## src/common/lpm_pkg.sv

```systemverilog
// Constants, states and vectors for the low-power mode controller.
// Assumes a single 200 MHz clock domain.
package lpm_pkg;
    // ==========================================
    // Timing
    // ==========================================
    localparam int LPM_CLK_PERIOD_PS = 5000;
    localparam int LPM_OSC_STAB_NS = 20000;
    localparam int LPM_OSC_STAB_CYC = (LPM_OSC_STAB_NS * 1000 + LPM_CLK_PERIOD_PS - 1)
        / LPM_CLK_PERIOD_PS;
    localparam int LPM_CNT_W = 16;
    // ==========================================
    // Vectors and converter-off channel code
    // ==========================================
    localparam logic [15:0] LPM_VEC_RESET = 16'hfffe;
    localparam logic [15:0] LPM_VEC_IRQ = 16'hfffa;
    localparam logic [15:0] LPM_VEC_BREAK = 16'hfffc;
    localparam logic [4:0] LPM_CONV_OFF = 5'h1f;
    // ==========================================
    // States
    // ==========================================
    typedef enum logic [3:0] {
        LPM_RUN = 4'h1,
        LPM_WAIT = 4'h2,
        LPM_STOP = 4'h4,
        LPM_STAB = 4'h8
    } lpm_state_type;
endpackage

```

## src/hw/lpm_ctrl.sv

```systemverilog
// Low-power mode controller: wait and stop entry, clock gating, wake handling.
// Assumes the CPU pulses wait/stop strobes for one cycle when the instruction executes,
// and that wake inputs are synchronous to clock_in.
// Behaviour
// (RQ1) Only two modes, wait and stop, each entered by its instruction strobe.
// (RQ2) Wait gates the CPU clock, bus clock keeps running.
// (RQ3) Config bits may switch off voltage monitor and timebase in wait.
// (RQ4) Stop gates CPU clock; bus clock too unless oscillator runs in stop.
// (RQ5) Converter runs in wait; its enabled completion interrupt wakes from wait.
// (RQ6) Software powers converter down with all channel bits one before wait.
// (RQ7) Stop makes converter inactive and aborts a conversion in progress.
// (RQ8) After external-interrupt stop exit the converter resumes by itself.
// (RQ9) Software waits one conversion period after stop before trusting results.
// (RQ10) Break stays active in wait; handler may adjust return address using flag.
// (RQ11) Break inactive in stop, but break ends stop and sets the flag.
// (RQ12) Stop leaves all break unit registers unchanged.
// (RQ13) Wait clears the mask; stays clear on interrupt wake, set on reset.
// (RQ14) Stop clears the mask; stays clear on interrupt wake, set on reset.
// (RQ15) CPU clock restarts after stop only once stabilisation delay elapses.
// (RQ16) Reset pin low resets from any mode and vectors to the reset address.
// (RQ17) External interrupt falling edge ends wait and vectors to its address.
// (RQ18) Any wake leaves the mode, ungates clocks, hands over via its sequence.
`timescale 1ns/100ps
`default_nettype none
module lpm_ctrl
    import lpm_pkg::*;
#(
    parameter int OSC_STAB_CYC = LPM_OSC_STAB_CYC
) (
    input wire logic clock_in,
    input wire logic rst_b_in,
    input wire logic wait_instr_in,
    input wire logic stop_instr_in,
    input wire logic stop_enable_in,
    input wire logic osc_run_in_stop_in,
    input wire logic lvm_off_in_wait_in,
    input wire logic tb_off_in_wait_in,
    input wire logic [4:0] conv_channel_select_in,
    input wire logic conv_done_irq_in,
    input wire logic break_enable_in,
    input wire logic break_irq_in,
    input wire logic ext_irq_pin_in,
    input wire logic ext_irq_enable_in,
    input wire logic periph_irq_in,
    input wire logic break_flag_clear_in,
    output logic cpu_clk_en_out,
    output logic bus_clk_en_out,
    output logic low_voltage_monitor_en_out,
    output logic timebase_en_out,
    output logic conv_en_out,
    output logic conv_abort_out,
    output logic break_unit_en_out,
    output logic break_during_wait_flag_out,
    output logic int_mask_clear_out,
    output logic wake_out,
    output logic [15:0] wake_vector_out,
    output logic [3:0] mode_out
);
    // ==========================================
    // Mode state
    // ==========================================
    lpm_state_type state;
    lpm_state_type next_state;
    logic irq_pin_d;
    logic bw_flag;
    logic next_bw_flag;
    logic wake;
    logic next_wake;
    logic [15:0] vec;
    logic [15:0] next_vec;
    logic abort;
    logic next_abort;
    logic stab_start;
    logic stab_done;
    logic irq_fall;
    logic wait_wake;

    assign irq_fall = irq_pin_d & ~ext_irq_pin_in & ext_irq_enable_in;
    // Converter wakes only when powered; all channel bits set means it is off. (RQ5)
    assign wait_wake = irq_fall | periph_irq_in | (break_irq_in & break_enable_in) |
        (conv_done_irq_in & (conv_channel_select_in != LPM_CONV_OFF)); // RQ5

    always_comb begin
        next_state = state;
        next_bw_flag = bw_flag;
        next_wake = 1'b0;
        next_vec = vec;
        next_abort = 1'b0;
        stab_start = 1'b0;
        if (break_flag_clear_in) begin
            next_bw_flag = 1'b0;
        end
        case (state)
            LPM_RUN: begin
                if (stop_instr_in && stop_enable_in) begin
                    next_state = LPM_STOP; // RQ1
                    next_abort = 1'b1; // RQ7
                end else if (wait_instr_in) begin
                    next_state = LPM_WAIT; // RQ1
                end
            end
            LPM_WAIT: begin
                if (wait_wake) begin
                    next_state = LPM_RUN; // RQ18
                    next_wake = 1'b1;
                    if (irq_fall) begin
                        next_vec = LPM_VEC_IRQ; // RQ17
                    end else if (break_irq_in && break_enable_in) begin
                        next_vec = LPM_VEC_BREAK;
                        next_bw_flag = 1'b1; // RQ10
                    end else begin
                        next_vec = vec;
                    end
                end
            end
            LPM_STOP: begin
                // Only external interrupt and break can end stop; peripherals are halted.
                if (irq_fall || break_irq_in) begin
                    next_state = LPM_STAB;
                    stab_start = 1'b1;
                    next_vec = irq_fall ? LPM_VEC_IRQ : LPM_VEC_BREAK;
                    if (!irq_fall) begin
                        next_bw_flag = 1'b1; // RQ11
                    end
                end
            end
            LPM_STAB: begin
                if (stab_done) begin
                    next_state = LPM_RUN; // RQ15
                    next_wake = 1'b1; // RQ18
                end
            end
            default: begin
                next_state = LPM_RUN;
            end
        endcase
    end

    always_ff @(posedge clock_in or negedge rst_b_in) begin
        if (!rst_b_in) begin
            state <= LPM_RUN; // RQ16
            irq_pin_d <= 1'b1;
            bw_flag <= 1'b0;
            wake <= 1'b0;
            vec <= LPM_VEC_RESET; // RQ16
            abort <= 1'b0;
        end else begin
            state <= next_state;
            irq_pin_d <= ext_irq_pin_in;
            bw_flag <= next_bw_flag;
            wake <= next_wake;
            vec <= next_vec;
            abort <= next_abort;
        end
    end

    lpm_stab_timer #(
        .COUNT(OSC_STAB_CYC),
        .W(LPM_CNT_W)
    ) u_stab (
        .clock_in(clock_in),
        .rst_b_in(rst_b_in),
        .start_in(stab_start),
        .done_out(stab_done)
    );

    // ==========================================
    // Outputs
    // ==========================================
    // Clock enables are combinational so gating starts in the cycle after the strobe.
    assign cpu_clk_en_out = (state == LPM_RUN); // RQ2 RQ4 RQ15
    assign bus_clk_en_out = !((state == LPM_STOP || state == LPM_STAB) &&
        !osc_run_in_stop_in); // RQ4
    assign low_voltage_monitor_en_out = !(state == LPM_WAIT && lvm_off_in_wait_in); // RQ3
    assign timebase_en_out = !(state == LPM_WAIT && tb_off_in_wait_in); // RQ3
    // Converter turns back on by itself once stop ends. (RQ8)
    assign conv_en_out = !(state == LPM_STOP || state == LPM_STAB); // RQ7 RQ8
    assign conv_abort_out = abort; // RQ7
    // Break registers are never touched here; only its enable is gated. (RQ12)
    assign break_unit_en_out = break_enable_in &&
        !(state == LPM_STOP || state == LPM_STAB); // RQ10 RQ11 RQ12
    assign break_during_wait_flag_out = bw_flag;
    // Clear pulse on entry; the reset of the CPU itself sets the mask again.
    assign int_mask_clear_out = (state == LPM_RUN) &&
        ((stop_instr_in && stop_enable_in) || wait_instr_in); // RQ13 RQ14
    assign wake_out = wake;
    assign wake_vector_out = vec;
    assign mode_out = state;
endmodule
`default_nettype wire

```

## src/hw/lpm_stab_timer.sv

```systemverilog
// Oscillator stabilisation counter for the stop-mode exit.
// Assumes start_in is a one-cycle pulse; done_out pulses once when the count ends.
`timescale 1ns/100ps
`default_nettype none
module lpm_stab_timer #(
    parameter int COUNT = 4000,
    parameter int W = 16
) (
    input wire logic clock_in,
    input wire logic rst_b_in,
    input wire logic start_in,
    output logic done_out
);
    logic [W-1:0] count;
    logic [W-1:0] next_count;
    logic busy;
    logic next_busy;
    logic done;
    logic next_done;

    always_comb begin
        next_count = count;
        next_busy = busy;
        next_done = 1'b0;
        if (start_in) begin
            next_count = W'(COUNT - 1);
            next_busy = 1'b1;
        end else if (busy) begin
            if (count == '0) begin
                next_busy = 1'b0;
                next_done = 1'b1;
            end else begin
                next_count = count - 1'b1;
            end
        end
    end

    always_ff @(posedge clock_in or negedge rst_b_in) begin
        if (!rst_b_in) begin
            count <= '0;
            busy <= 1'b0;
            done <= 1'b0;
        end else begin
            count <= next_count;
            busy <= next_busy;
            done <= next_done;
        end
    end

    assign done_out = done;
endmodule
`default_nettype wire
```

## config.mk

```make
export PLATFORM = sky130hd
export DESIGN_NAME = lpm_ctrl
export DESIGN_NICKNAME = d
export VERILOG_FILES = /design/src/common/lpm_pkg.sv /design/src/hw/lpm_ctrl.sv /design/src/hw/lpm_stab_timer.sv
export SDC_FILE = /design/constraint.sdc
export NUM_CORES = 1
export LEC_CHECK = 0
export ABC_AREA = 1
export BUFFER_PORTS_ARGS = -buffer_cell sky130_fd_sc_hd__buf_4
export CORE_UTILIZATION = 47
export CTS_CLUSTER_SIZE = 10
export DETAILED_ROUTE_END_ITERATION = 16
export GPL_TIMING_DRIVEN = 0
export HOLD_SLACK_MARGIN = 0.08
export MAX_ROUTING_LAYER = met4
export PLACE_DENSITY = 0.88
export REMOVE_ABC_BUFFERS = 1
export SLEW_MARGIN = 0
export SYNTH_ARGS = -nofsm -noshare
export SYNTH_HDL_FRONTEND = slang
export SYNTH_SLANG_ARGS = --single-unit
```

## constraint.sdc

```tcl
create_clock -name clock_in -period 1.4 [get_ports clock_in]
set_input_delay 0.28 -clock clock_in [delete_from_list [all_inputs] [get_ports clock_in]]
set_output_delay 0.28 -clock clock_in [all_outputs]
set_load 0.05 [all_outputs]
```

== Word-level counts from Yosys, hierarchy flattened ==
Cells that the tools add are included.

* Add/sub/neg operators: 1
* Equality and inequality tests: 11
* Mux-type cells: 35
* Bitwise logic cells: 8
* Reduce and logical (&&, ||, !) cells: 21

{| class="wikitable"
|+ Operators by type and width
! kind !! number
|-
| $mux W16 || 7
|-
| $pmux W16 S2 || 1
|-
| $mux W4 || 5
|-
| $mux W1 || 18
|-
| $logic_not A16 Y1 || 1
|-
| $pmux W4 S4 || 1
|-
| $sub A16 B1 Y16 const B || 1
|-
| $reduce_and A4 Y1 || 2
|-
| $logic_and A1 B1 Y1 || 7
|-
| $ne A2 B2 Y1 const B || 3
|-
| $logic_not A1 Y1 || 5
|-
| $ne A5 B5 Y1 const B || 1
|-
| $and A1 B1 Y1 || 4
|-
| $eq A4 B1 Y1 const B || 1
|-
| $eq A4 B2 Y1 const B || 1
|-
| $eq A4 B3 Y1 const B || 1
|-
| $eq A4 B4 Y1 const B || 1
|-
| $pmux W1 S2 || 2
|-
| $reduce_bool A2 Y1 || 2
|-
| $logic_or A1 B1 Y1 || 3
|-
| $mux W3 || 1
|-
| $ne A3 B2 Y1 const B || 1
|-
| $ne A3 B3 Y1 const B || 1
|-
| $or A1 B1 Y1 || 3
|-
| 3 further kinds || 3
|}

* Bits in registers: 42
* Output and inout bits: 30
* Logic and storage cells: 85

== Logic depth before layout (Yosys ltp) ==
Gate-level depths: netlist (run 1).

* Depth after elaboration: 8
* Mapped depth: 9
* Mapped depth without buffers: 9

== Hierarchy ==
A second synthesis (run 1) with hierarchy kept.

* Cells, all modules: 268
* Area total of the unflattened synthesis: 1900.6 um^2

{| class="wikitable"
|+ Modules (own cells, without submodules)
! module !! times used !! cells each !! area an instance (um^2) !! seq. area each (um^2)
|-
| lpm_stab_timer || 1 || 169 || 1181.1 || 450.4
|-
| lpm_ctrl || 1 || 99 || 719.4 || 255.2
|}

== Worst setup path before layout (run 1) ==
Ideal clock, no wire load.

* Path kind: flip-flop to flip-flop
* Start: register state[3], in the netlist mode_out[3]
* End: register state[1], in the netlist mode_out[1]
* Setup time: 123 ps
* Arrival: 2029 ps
* Path slack: -752 ps
* Cell stages (with the launch flop): 8
* Clock period less this slack: 2152 ps
* Path through: dfrtp_1 > nor2_1 > inv_1 > nor2_1 > nand2_1 > and2_1 > nand4_1 > nand2_1

* Longest elaborated chain between the ends: 3
* Elaborated cells between the ends (all ways): 10
* Classes of those cells: eq/ne (8); mux (1); reduce/logical (1)

{| class="wikitable"
|+ Ends and longest elaborated chain
! element !! RTL line !! source
|-
| start: declaration || lpm_ctrl.sv:62 || <nowiki>lpm_state_type state;</nowiki>
|-
| start signal: assignment || lpm_ctrl.sv:148 || <nowiki>state <= next_state;</nowiki>
|-
| $eq A4 B1 Y1 (*) || - ||
|-
| net cpu_clk_en_out || lpm_ctrl.sv:46 || <nowiki>output logic cpu_clk_en_out,</nowiki>
|-
| $ne A3 B2 Y1 (no source line) || - ||
|-
| $reduce_and A4 Y1 (no source line) || - ||
|}

Mark *: on every way through the listed nets, which the timed path passes. The rest lies on a longest branch.
A chain may end at the register's enable or synchronous reset.

== Worst setup path in the final report (run 1) ==
* Start: register state[1], in the netlist mode_out[1]
* End: output bus_clk_en_out

* Longest elaborated chain between the ends: 4
* Elaborated cells between the ends (all ways): 5
* Classes of those cells: eq/ne (2); reduce/logical (3)

{| class="wikitable"
|+ Ends and longest elaborated chain
! element !! RTL line !! source
|-
| $eq A4 B3 Y1 or $eq A4 B4 Y1 (tied branches) || lpm_ctrl.sv:172 || <nowiki>assign bus_clk_en_out = !((state == LPM_STOP || state == LPM_STAB) &&</nowiki>
|-
| $logic_or A1 B1 Y1 (*) || lpm_ctrl.sv:172 ||
|-
| $logic_and A1 B1 Y1 (*) || lpm_ctrl.sv:172 ||
|-
| $logic_not A1 Y1 (*) || lpm_ctrl.sv:172 ||
|-
| end: declaration || lpm_ctrl.sv:47 || <nowiki>output logic bus_clk_en_out,</nowiki>
|}

Mark *: on every way between the ends. The rest lies on a longest branch, timed or not.

==> flow_summary.toml, run 1 <==
[status]
status = "finished, violations left"
violations = "negative setup slack"

[timing]
hold_ws_ps = 108.7
setup_ws_ps = -521.8
relSlewSlack_pct = 62.46
rsz0062_at_grt = "yes"
clock_skew_ps = 9.434
timing.final.crit_period_ps = 1922
worst_pin_slew_ps = 557.3
hold_viol = 0
setup_viol = 34
fin_crit_sh_pct = 137.3
timing.fmax_mhz = 520.3
slew_viol_final = 0

[cells_and_area]
n_fill_cell = 215
seqCellArea_um2 = 710.7
diodes = 0
fin_util_pct = 82.19
fin_nets = 368
multi_input_area_um2 = 1311
area_delta_synth_final_pct = 66.99
drive_above_1_share_pct = 49.13

[floorplanning]
rows = 22
die_w_um = 64.15
core_um2 = 3689
io_pins = 50
die_area_um2 = 4115
die_h_um = 64.15
initial_core_util_pct = 49.22

[drt]
ant_nets = 0
wl_per_cell_um = 17.53
wl_um = 6905
vias = 2120
drt_iter0_drc = 147
drc = 0
avgViaCountPerCell = 5.381
firstDrtPassIters = 5

[synthesis]
ys_types = 27
ys_warn_count = 0
synth-seq-cells = 28
ys_seq_area_share_pct = 38.87
syn_inst = 261
avgSynthCellArea_um2 = 6.956
syn_area_um2 = 1815

[placement]
io_buffers = 35
gp_congestion = 0.8454
dp_hpwl_um = 2859
dp_slack_ps = -474.7

[critical_path]
required_ps = 1120
crit_fanout = 3
cp.arrival_ps = 1640
start_kind = "register"
endpoint_kind = "primary output"
path_class = "register to primary output"

[clocking]
numCtsBuffers = 3
path_clk_slew_ps = 100
worst_skew_pair.late_latency_ps = 290
h-tree-depth = 1
clock_path_buffers = 2
cts.sinks = 28
cts-root-buf = "clkbuf_8"
cts_tree = "yes"

[grt]
grt_pass1_wl_um = 9735
grt_max_degree = 29
grt_pass1_vias = 2079
grt-ovfl-total = 0
antenna_found_initial = 0
grtUsageTotal_pct = 32.01

[power_and_ir_drop]
p_leak_nw = 1.491
p_switching_w = 0.002457
power.internal_w = 0.002971
total_power_w = 0.005427
seq_power_share_pct = 24.0
power_density_nw_per_um2 = 1790
p_clk_share_pct = 12.1
ir_worst_vdd_mv = 1.186
switching_share_pct = 45.26
pwr-share-comb_pct = 63.9

[worst_hold_path]
hold_class = "primary input to register"

[job]
cap_violations = 0
Yosys cell counts, drive strengths merged:
master / n / area (um^2)
o21ai: 5 / 25.02
nand3b: 4 / 30.03
and2: 1 / 6.260
nand4: 11 / 68.82
conb: 2 / 7.510
a21oi: 3 / 26.28
nor2: 36 / 176.4
inv: 24 / 90.09
dfrtp: 24 / 600.6
nand3: 22 / 110.1
buf: 16 / 121.4
nand2: 101 / 391.6
o21bai: 1 / 7.510
ha: 1 / 12.51
dfstp: 4 / 105.1
or2: 5 / 31.28
nor3: 1 / 5.000
timing repair:
action	in CTS	in global routing
hold buffers	1	0
resized for setup	73	53
hold endpoints to repair	24	0
buffers inserted	31	20
gates cloned	3	0
setup endpoints to repair	30	33
pin swaps	28	34
power by group through the flow:
stage                     Combinational [W]  Clock (W)  Sequential, W
final                               0.00347   0.000656        0.00130
after global routing                0.00365   0.000698        0.00132
after CTS                           0.00280   0.000666        0.00130
after detailed placement            0.00186          0        0.00131
after global placement              0.00180          0        0.00130
after floorplan                     0.00109          0        0.00159
worst max-delay path, stage by stage, from the launching register on:
cell,delay [ps]
dfrtp_1,430
nor2_4,160
nand3_1,200
nand2_4,140
inv_2,40
or2_1,220
buf_6,160
routing by layer:
metal,global-route usage [%],vias up,routed length [um],share of wire (%)
li1,-,971,-,-
met1,32.16,986,2323,34
met2,59.18,132,3782,55
met3,5.714,31,477,6.9
met4,15.83,0,322,4.7
met5,-,-,0,0
cell type report:
type | count | share of cell area (%)
Clock inverter | 1 | 0.9905
Tap cell | 48 | 1.981
Inverter | 24 | 3.219
Clock buffer | 3 | 1.362
Multi-Input combinational cell | 207 | 43.25
Sequential cell | 28 | 23.44
Timing Repair Buffer | 83 | 25.75
through the flow:
stage	instances	setup TNS, ps	instance area, um^2
finish	394	-6925	3032
global placement	340	-5357	2062
global route	394	-8383	3032
floorplan	257	-7611	1739
detailed placement	340	-6609	2062
CTS	379	-3811	2709
cells by family (layout without fill, tap and decap cells):
family	after synthesis	in the layout	share of synthesized area [%]
compound gates	9	9	3.239
fa+ha+maj	1	1	0.6891
other cells	2	14	0.4137
flops	28	28	38.87
buf+inv	40	111	11.65
simple gates	181	183	45.14
path summary, 6_finish.rpt:
| path | startpoint | endpoint | slack (ps) | cells past startpoint |
|---|---|---|---|---|
| setup / recovery | mode_out[1] | bus_clk_en_out | -520 | 6 |
| hold / removal | ext_irq_pin_in | irq_pin_d | 110 | 1 |
| setup reg to reg | mode_out[0] | mode_out[0] | -240 | 10 |
| hold reg to reg | wake_vector_out[2] | wake_vector_out[2] | 480 | 2 |
| max in group asynchronous | rst_b_in | wake_vector_out[1] | 580 | 2 |
| min in group asynchronous | rst_b_in | mode_out[1] | 500 | 2 |
cells in the final DEF, fill, tap and decap left out, types with 3 or more instances in the layout:
master    Yosys  layout
nand2_1      98      78
buf_4        14      59
dfrtp_1      24      20
inv_1        22      17
nor2_4        2      15
nor2_1       29      15
conb_1        2      14
nand2_2       2      13
buf_6         1      12
nand4_1      11      11
nand3_1      22       9
nand3_2       0       9
nand2_4       1       8
buf_8         0       7
inv_2         2       6
nor2_2        4       6
nand3_4       0       4
o21ai_0       5       4
nand3b_1      4       4
or2_2         4       4
dfstp_2       4       4
dfrtp_2       0       4
nand2_8       0       3
clkbuf_8      0       3
buf_12        0       3
registers in the layout (all words and copies together) (netlist names):
name / count
wake_out: 1
u_stab.busy: 1
u_stab.done_out: 1
irq_pin_d: 1
wake_vector_out: 2
conv_abort_out: 1
mode_out: 4
u_stab.count: 16
break_during_wait_flag_out: 1
No activity file was read; power rests on OpenSTA's default activity.
==> inputs of run 2 (changes only) <==
--- a/constraint.sdc
+++ b/constraint.sdc
@@ -3,2 +3,2 @@
 set_output_delay 0.28 -clock clock_in [all_outputs]
-set_load 0.05 [all_outputs]
+set_load 0.1 [all_outputs]
==> flow_summary.toml, run 2 (synthesized netlist as in run 1, its figures left out) <==
[placement]
dp_hpwl_um = 2859
gp_congestion = 0.8454
dpl_cell_area_um2 = 2062
io_buffers = 35

[floorplanning]
initial_core_util_pct = 49.22
io_pins = 50
die_area_um2 = 4115
die_w_um = 64.15
rows = 22
die_h_um = 64.15
core_um2 = 3689

[cells_and_area]
largest_reg_flops = 16
drive_above_1_share_pct = 49.28
diodes = 0
n_fill_cell = 196
layout_commonest_cell = "nand2_1"
stdcell_area_um2 = 3052
area_delta_synth_final_pct = 68.09
layout_common_cells = "75 x nand2_1, 60 x buf_4, 20 x dfrtp_1"
largest-register = "u_stab.count"
fin_nets = 369

[critical_path]
cp.arrival_ps = 1650
crit_fanout = 3
critPathBufInv = 3
path_cells = "nor2_4, nand2_2, nor2_4, inv_2, nand2_4, inv_2, or2_4, buf_12"
required_ps = 1120
start_kind = "register"
critPathMaxStageDelay_ps = 430
endpoint_kind = "primary output"
path_class = "register to primary output"
slowest_stage = "dfrtp_1"
worst_path_dominant_cell_family = "simple AND/OR/NAND/NOR gates"

[timing]
slew_viol_final = 0
hold_viol = 0
rsz0062_at_grt = "yes"
clock_skew_ps = 12.07
setup_viol = 33
timing.final.crit_period_ps = 1927
fin_crit_sh_pct = 137.7
setup_ws_ps = -527.1
timing.fmax_mhz = 518.9

[drt]
drc = 0
ant_nets = 0
wl_um = 6838
firstDrtPassIters = 4
avgViaCountPerCell = 5.392
wl_per_cell_um = 17.31
drt_iter0_drc = 147
vias = 2130

[clocking]
h-tree-depth = 1
cts-root-buf = "clkbuf_8"
cts_tree = "yes"
numCtsBuffers = 3
worst_skew_pair.late_latency_ps = 290
clock_path_buffers = 2
path_clk_slew_ps = 100
cts.sinks = 28

[grt]
grt_max_degree = 29
grt-ovfl-total = 0
grtUsageMet1_pct = 31.06
grtUsageTotal_pct = 30.69
grt_util_met3_pct = 4.643
use_met2_pct = 57.05
grt_pass1_wl_um = 9453
grt_pass1_vias = 2107
antenna_found_initial = 0
busiest_layer = "met2"

[status]
status = "finished, violations left"
violations = "negative setup slack"

[power_and_ir_drop]
p_leak_nw = 1.497
total_power_w = 0.005984
power_density_nw_per_um2 = 1961
ir_worst_vdd_mv = 1.229

[job]
cap_violations = 0

[worst_hold_path]
hold_class = "primary input to register"
## run 2: layout make-up
| cell class | count | area [um^2] | share of cell area [%] |
|---|---|---|---|
| clock buffer | 3 | 41.29 | 1.353 |
| clock inverter | 1 | 30.03 | 0.9840 |
| inverter | 24 | 105.1 | 3.444 |
| multi-input combinational | 207 | 1286 | 42.15 |
| sequential | 28 | 710.7 | 23.29 |
| tap | 48 | 60.06 | 1.968 |
| timing repair buffer | 84 | 818.3 | 26.81 |
## run 2: path summary, 6_finish.rpt
kind / startpoint / endpoint / slack, ps / cells past startpoint
worst min register to register: wake_vector_out[2] / wake_vector_out[2] / 480 / 2
worst max register to register: mode_out[1] / wake_vector_out[2] / -480 / 13
min in group asynchronous: rst_b_in / conv_abort_out / 460 / 2
worst min-delay path: ext_irq_pin_in / irq_pin_d / 120 / 1
max in group asynchronous: rst_b_in / irq_pin_d / 620 / 2
worst max-delay path: mode_out[1] / bus_clk_en_out / -530 / 8
## run 2: stage by stage
stage               TNS, ps  hold WS [ps]  utilization [%]  instances  worst slack (ps)
finish                -7937         116.1            82.73        395            -527.1
global placement      -5753         217.0            55.90        340            -412.9
CTS                   -5148         103.1            73.44        378            -463.4
floorplan            -21820        -15.59                -        257             -1687
detailed placement    -7045         220.1            55.90        340            -474.7
global route         -10130         103.4            82.73        395            -600.1
## run 2: where the power goes
group | leakage [nW] | internal [W] | switching [W]
Sequential | 0.327 | 0.00107 | 0.000249
Combinational | 1.13 | 0.00151 | 0.00251
Clock | 0.0357 | 0.000384 | 0.000257
## run 2: repair_timing
action                                  4_1_cts  5_1_grt
hold endpoints to repair                     24        0
endpoints found under the setup margin       31       37
gates cloned                                  3        0
pin swaps                                    29       28
resized for setup                            73       60
setup buffers                                30       19
hold buffers                                  1        0
## run 2: worst reg2reg max path, cell delays in order, from the launching register on
cell and delay [ps]:
dfrtp_1 430, nor2_4 150, nand2_2 70, nor2_4 120
inv_2 70, buf_4 130, buf_4 120, buf_6 110
buf_6 100, buf_6 100, buf_6 110, nand2_4 60
nand4_1 130, nand2_1 110
## run 2: per-layer routing
metal | wire [um] | vias to the layer above
li1 | - | 974
met1 | 2291 | 1002
met2 | 3787 | 120
met3 | 457 | 34
met4 | 301 | 0
met5 | 0 | -
==> inputs of run 3 (changes only) <==
ABC_AREA = unset   (was 1)
CORE_UTILIZATION = 46   (was 47)
SKIP_CTS_REPAIR_TIMING = 1   (was unset)
==> flow_summary.toml, run 3 <==
[synthesis]
synth_edf_count = 0
synth-seq-cells = 28
synthTopCellsByArea = "dfrtp_1 37%, buf_4 6.5%, dfstp_2 6.5%, nand2_1 3.7%, o21ai_0 3.1%"
synth_ff_type = "dfrtp_1"
syn_inst = 172
synth-async-reset-ratio_pct = 100.0
ys_seq_area_share_pct = 43.69
synth_common_cells = "24 x dfrtp_1, 16 x nand2_1, 14 x buf_4"
avgSynthCellArea_um2 = 9.391
ys_types = 49
yosys.cell_count.top_type = "dfrtp_1"
syn_area_um2 = 1615
ys_warn_count = 0
yosysTopAreaCell = "dfrtp_1"
synth_top_area_share_pct = 37.18

[floorplanning]
die_w_um = 61.26
core_um2 = 3363
rows = 21
initial_core_util_pct = 48.03
die_h_um = 61.26
die_area_um2 = 3753
io_pins = 50

[cells_and_area]
layout_common_cells = "36 x buf_4, 16 x dfrtp_1, 15 x nand2_1"
fin_nets = 247
layout_commonest_cell = "buf_4"
diodes = 0
stdcell_area_um2 = 2395
largest_reg_flops = 16
area_delta_synth_final_pct = 48.26
drive_above_1_share_pct = 47.11
largest-register = "u_stab.count"
fin_util_pct = 71.21

[power_and_ir_drop]
switching_share_pct = 49.06
pwr-share-comb_pct = 60.6
power.internal_w = 0.002670
p_switching_w = 0.002572
seq_power_share_pct = 29.2
power_density_nw_per_um2 = 2189
p_clk_share_pct = 10.2
p_leak_nw = 1.017
ir_worst_vdd_mv = 1.157
total_power_w = 0.005242

[critical_path]
cpMostUsedCell = "buf_12"
cp.arrival_ps = 1780
endpoint_kind = "primary output"
crit_fanout = 4
path_class = "register to primary output"
required_ps = 1120
start_kind = "register"
worst_path_dominant_cell_family = "simple AND/OR/NAND/NOR gates"
slowest_stage = "or4b_4"
path_cells = "buf_12, or4b_4, nor2_4, buf_12"
critPathMaxStageDelay_ps = 520
critPathBufInv = 2

[status]
violations = "negative setup slack"
status = "finished, violations left"

[drt]
vias = 1524
drt_iter0_drc = 72
ant_nets = 0
wl_um = 4202
wl_per_cell_um = 15.51
avgViaCountPerCell = 5.624
drc = 0
firstDrtPassIters = 4

[grt]
grt-ovfl-total = 0
antenna_found_initial = 0
grt_pass1_vias = 1171
grt_max_degree = 29
grt_pass1_wl_um = 4947
grtUsageTotal_pct = 17.99

[timing]
timing.final.crit_period_ps = 2064
fin_crit_sh_pct = 147.4
hold_viol = 0
relSlewSlack_pct = 60.23
slew_viol_final = 0
worst_pin_slew_ps = 594.9
timing.fmax_mhz = 484.5
rsz0062_at_grt = "yes"
setup_viol = 34
clock_skew_ps = 8.711
setup_ws_ps = -663.8

[clocking]
clock_path_buffers = 2
cts-root-buf = "clkbuf_4"
h-tree-depth = 1
numCtsBuffers = 3
cts.sinks = 28
worst_skew_pair.late_latency_ps = 340
cts_tree = "yes"
path_clk_slew_ps = 150

[worst_hold_path]
hold_class = "primary input to register"

[placement]
io_buffers = 35
dpl_cell_area_um2 = 1859
gp_congestion = 0.8319
dp_hpwl_um = 2349

[job]
cap_violations = 0
## run 3: cell types whose count changed in the layout (fill, tap and decap cells not counted), sizes merged, moves of 6 or more
cell	previous run	this run
nor4	0	6
buf	83	53
or4	0	9
nor2	37	6
or3	0	7
o21ai	5	11
inv	23	5
nand3	22	7
a21oi	3	9
nand2	102	16
nand4	11	1
## run 3: metal layers
metal	share of wire (%)	track usage [%]	routed length, um	up-vias
met3	5.2	4.412	220	2
met2	54	31.21	2262	49
met4	0.26	0.9740	11	0
li1	-	-	-	715
met5	0	-	0	-
met1	41	22.28	1708	758
## run 3: metrics by stage
stage	TNS (ps)	setup slack, ps	instances	hold WS, ps
5_1_grt	-15830	-703.7	271	93.62
6_report	-12820	-663.8	271	104.9
2_1_floorplan	-30810	-1763	166	-15.59
4_1_cts	-23030	-1063	251	-165.6
3_3_place_gp	-17240	-932.7	247	218.3
3_5_place_dp	-18740	-1014	247	217.1
## run 3: final timing paths
kind,cells past startpoint,startpoint,slack (ps),to
min reg2reg,2,u_stab.done_out,490,wake_out
min,2,break_flag_clear_in,100,break_during_wait_flag_out
max reg2reg,4,u_stab.count[4],-580,u_stab.count[12]
max in group asynchronous,2,rst_b_in,690,wake_vector_out[1]
max,4,mode_out[2],-660,int_mask_clear_out
min in group asynchronous,2,rst_b_in,400,mode_out[1]
## run 3: logic make-up after synthesis
family | synth area share, %
simple gates | 29.28
other cells | 0.4649
fa+ha+maj | 0.7745
buf+inv | 8.675
mux | 0.6197
xor+xnor | 0.5423
compound gates | 15.96
flops | 43.69
## run 3: power by group through the flow
stage | Combinational, W | Clock [W] | Sequential [W]
after CTS | 0.00224 | 0.000546 | 0.00143
after global placement | 0.00219 | 0 | 0.00142
final | 0.00318 | 0.000536 | 0.00153
after global routing | 0.00334 | 0.000568 | 0.00157
after detailed placement | 0.00224 | 0 | 0.00144
after floorplan | 0.00125 | 0 | 0.00195
## run 3: area by class of cell
cell class | count | area (um^2)
flip-flops and latches | 28 | 715.7
fillers | 225 | 968.4
clock inverters | 1 | 30.03
repair buffers | 55 | 578.1
clock buffers | 3 | 22.52
inverters | 5 | 18.77
well taps | 46 | 57.56
multi-input cells | 133 | 972.2
## run 3: worst register-to-register path, cell delays in order (launching register included)
cell	delay, ps
dfrtp_2	470
or4_4	550
or4_4	540
nor4_4	170
mux2i_1	200
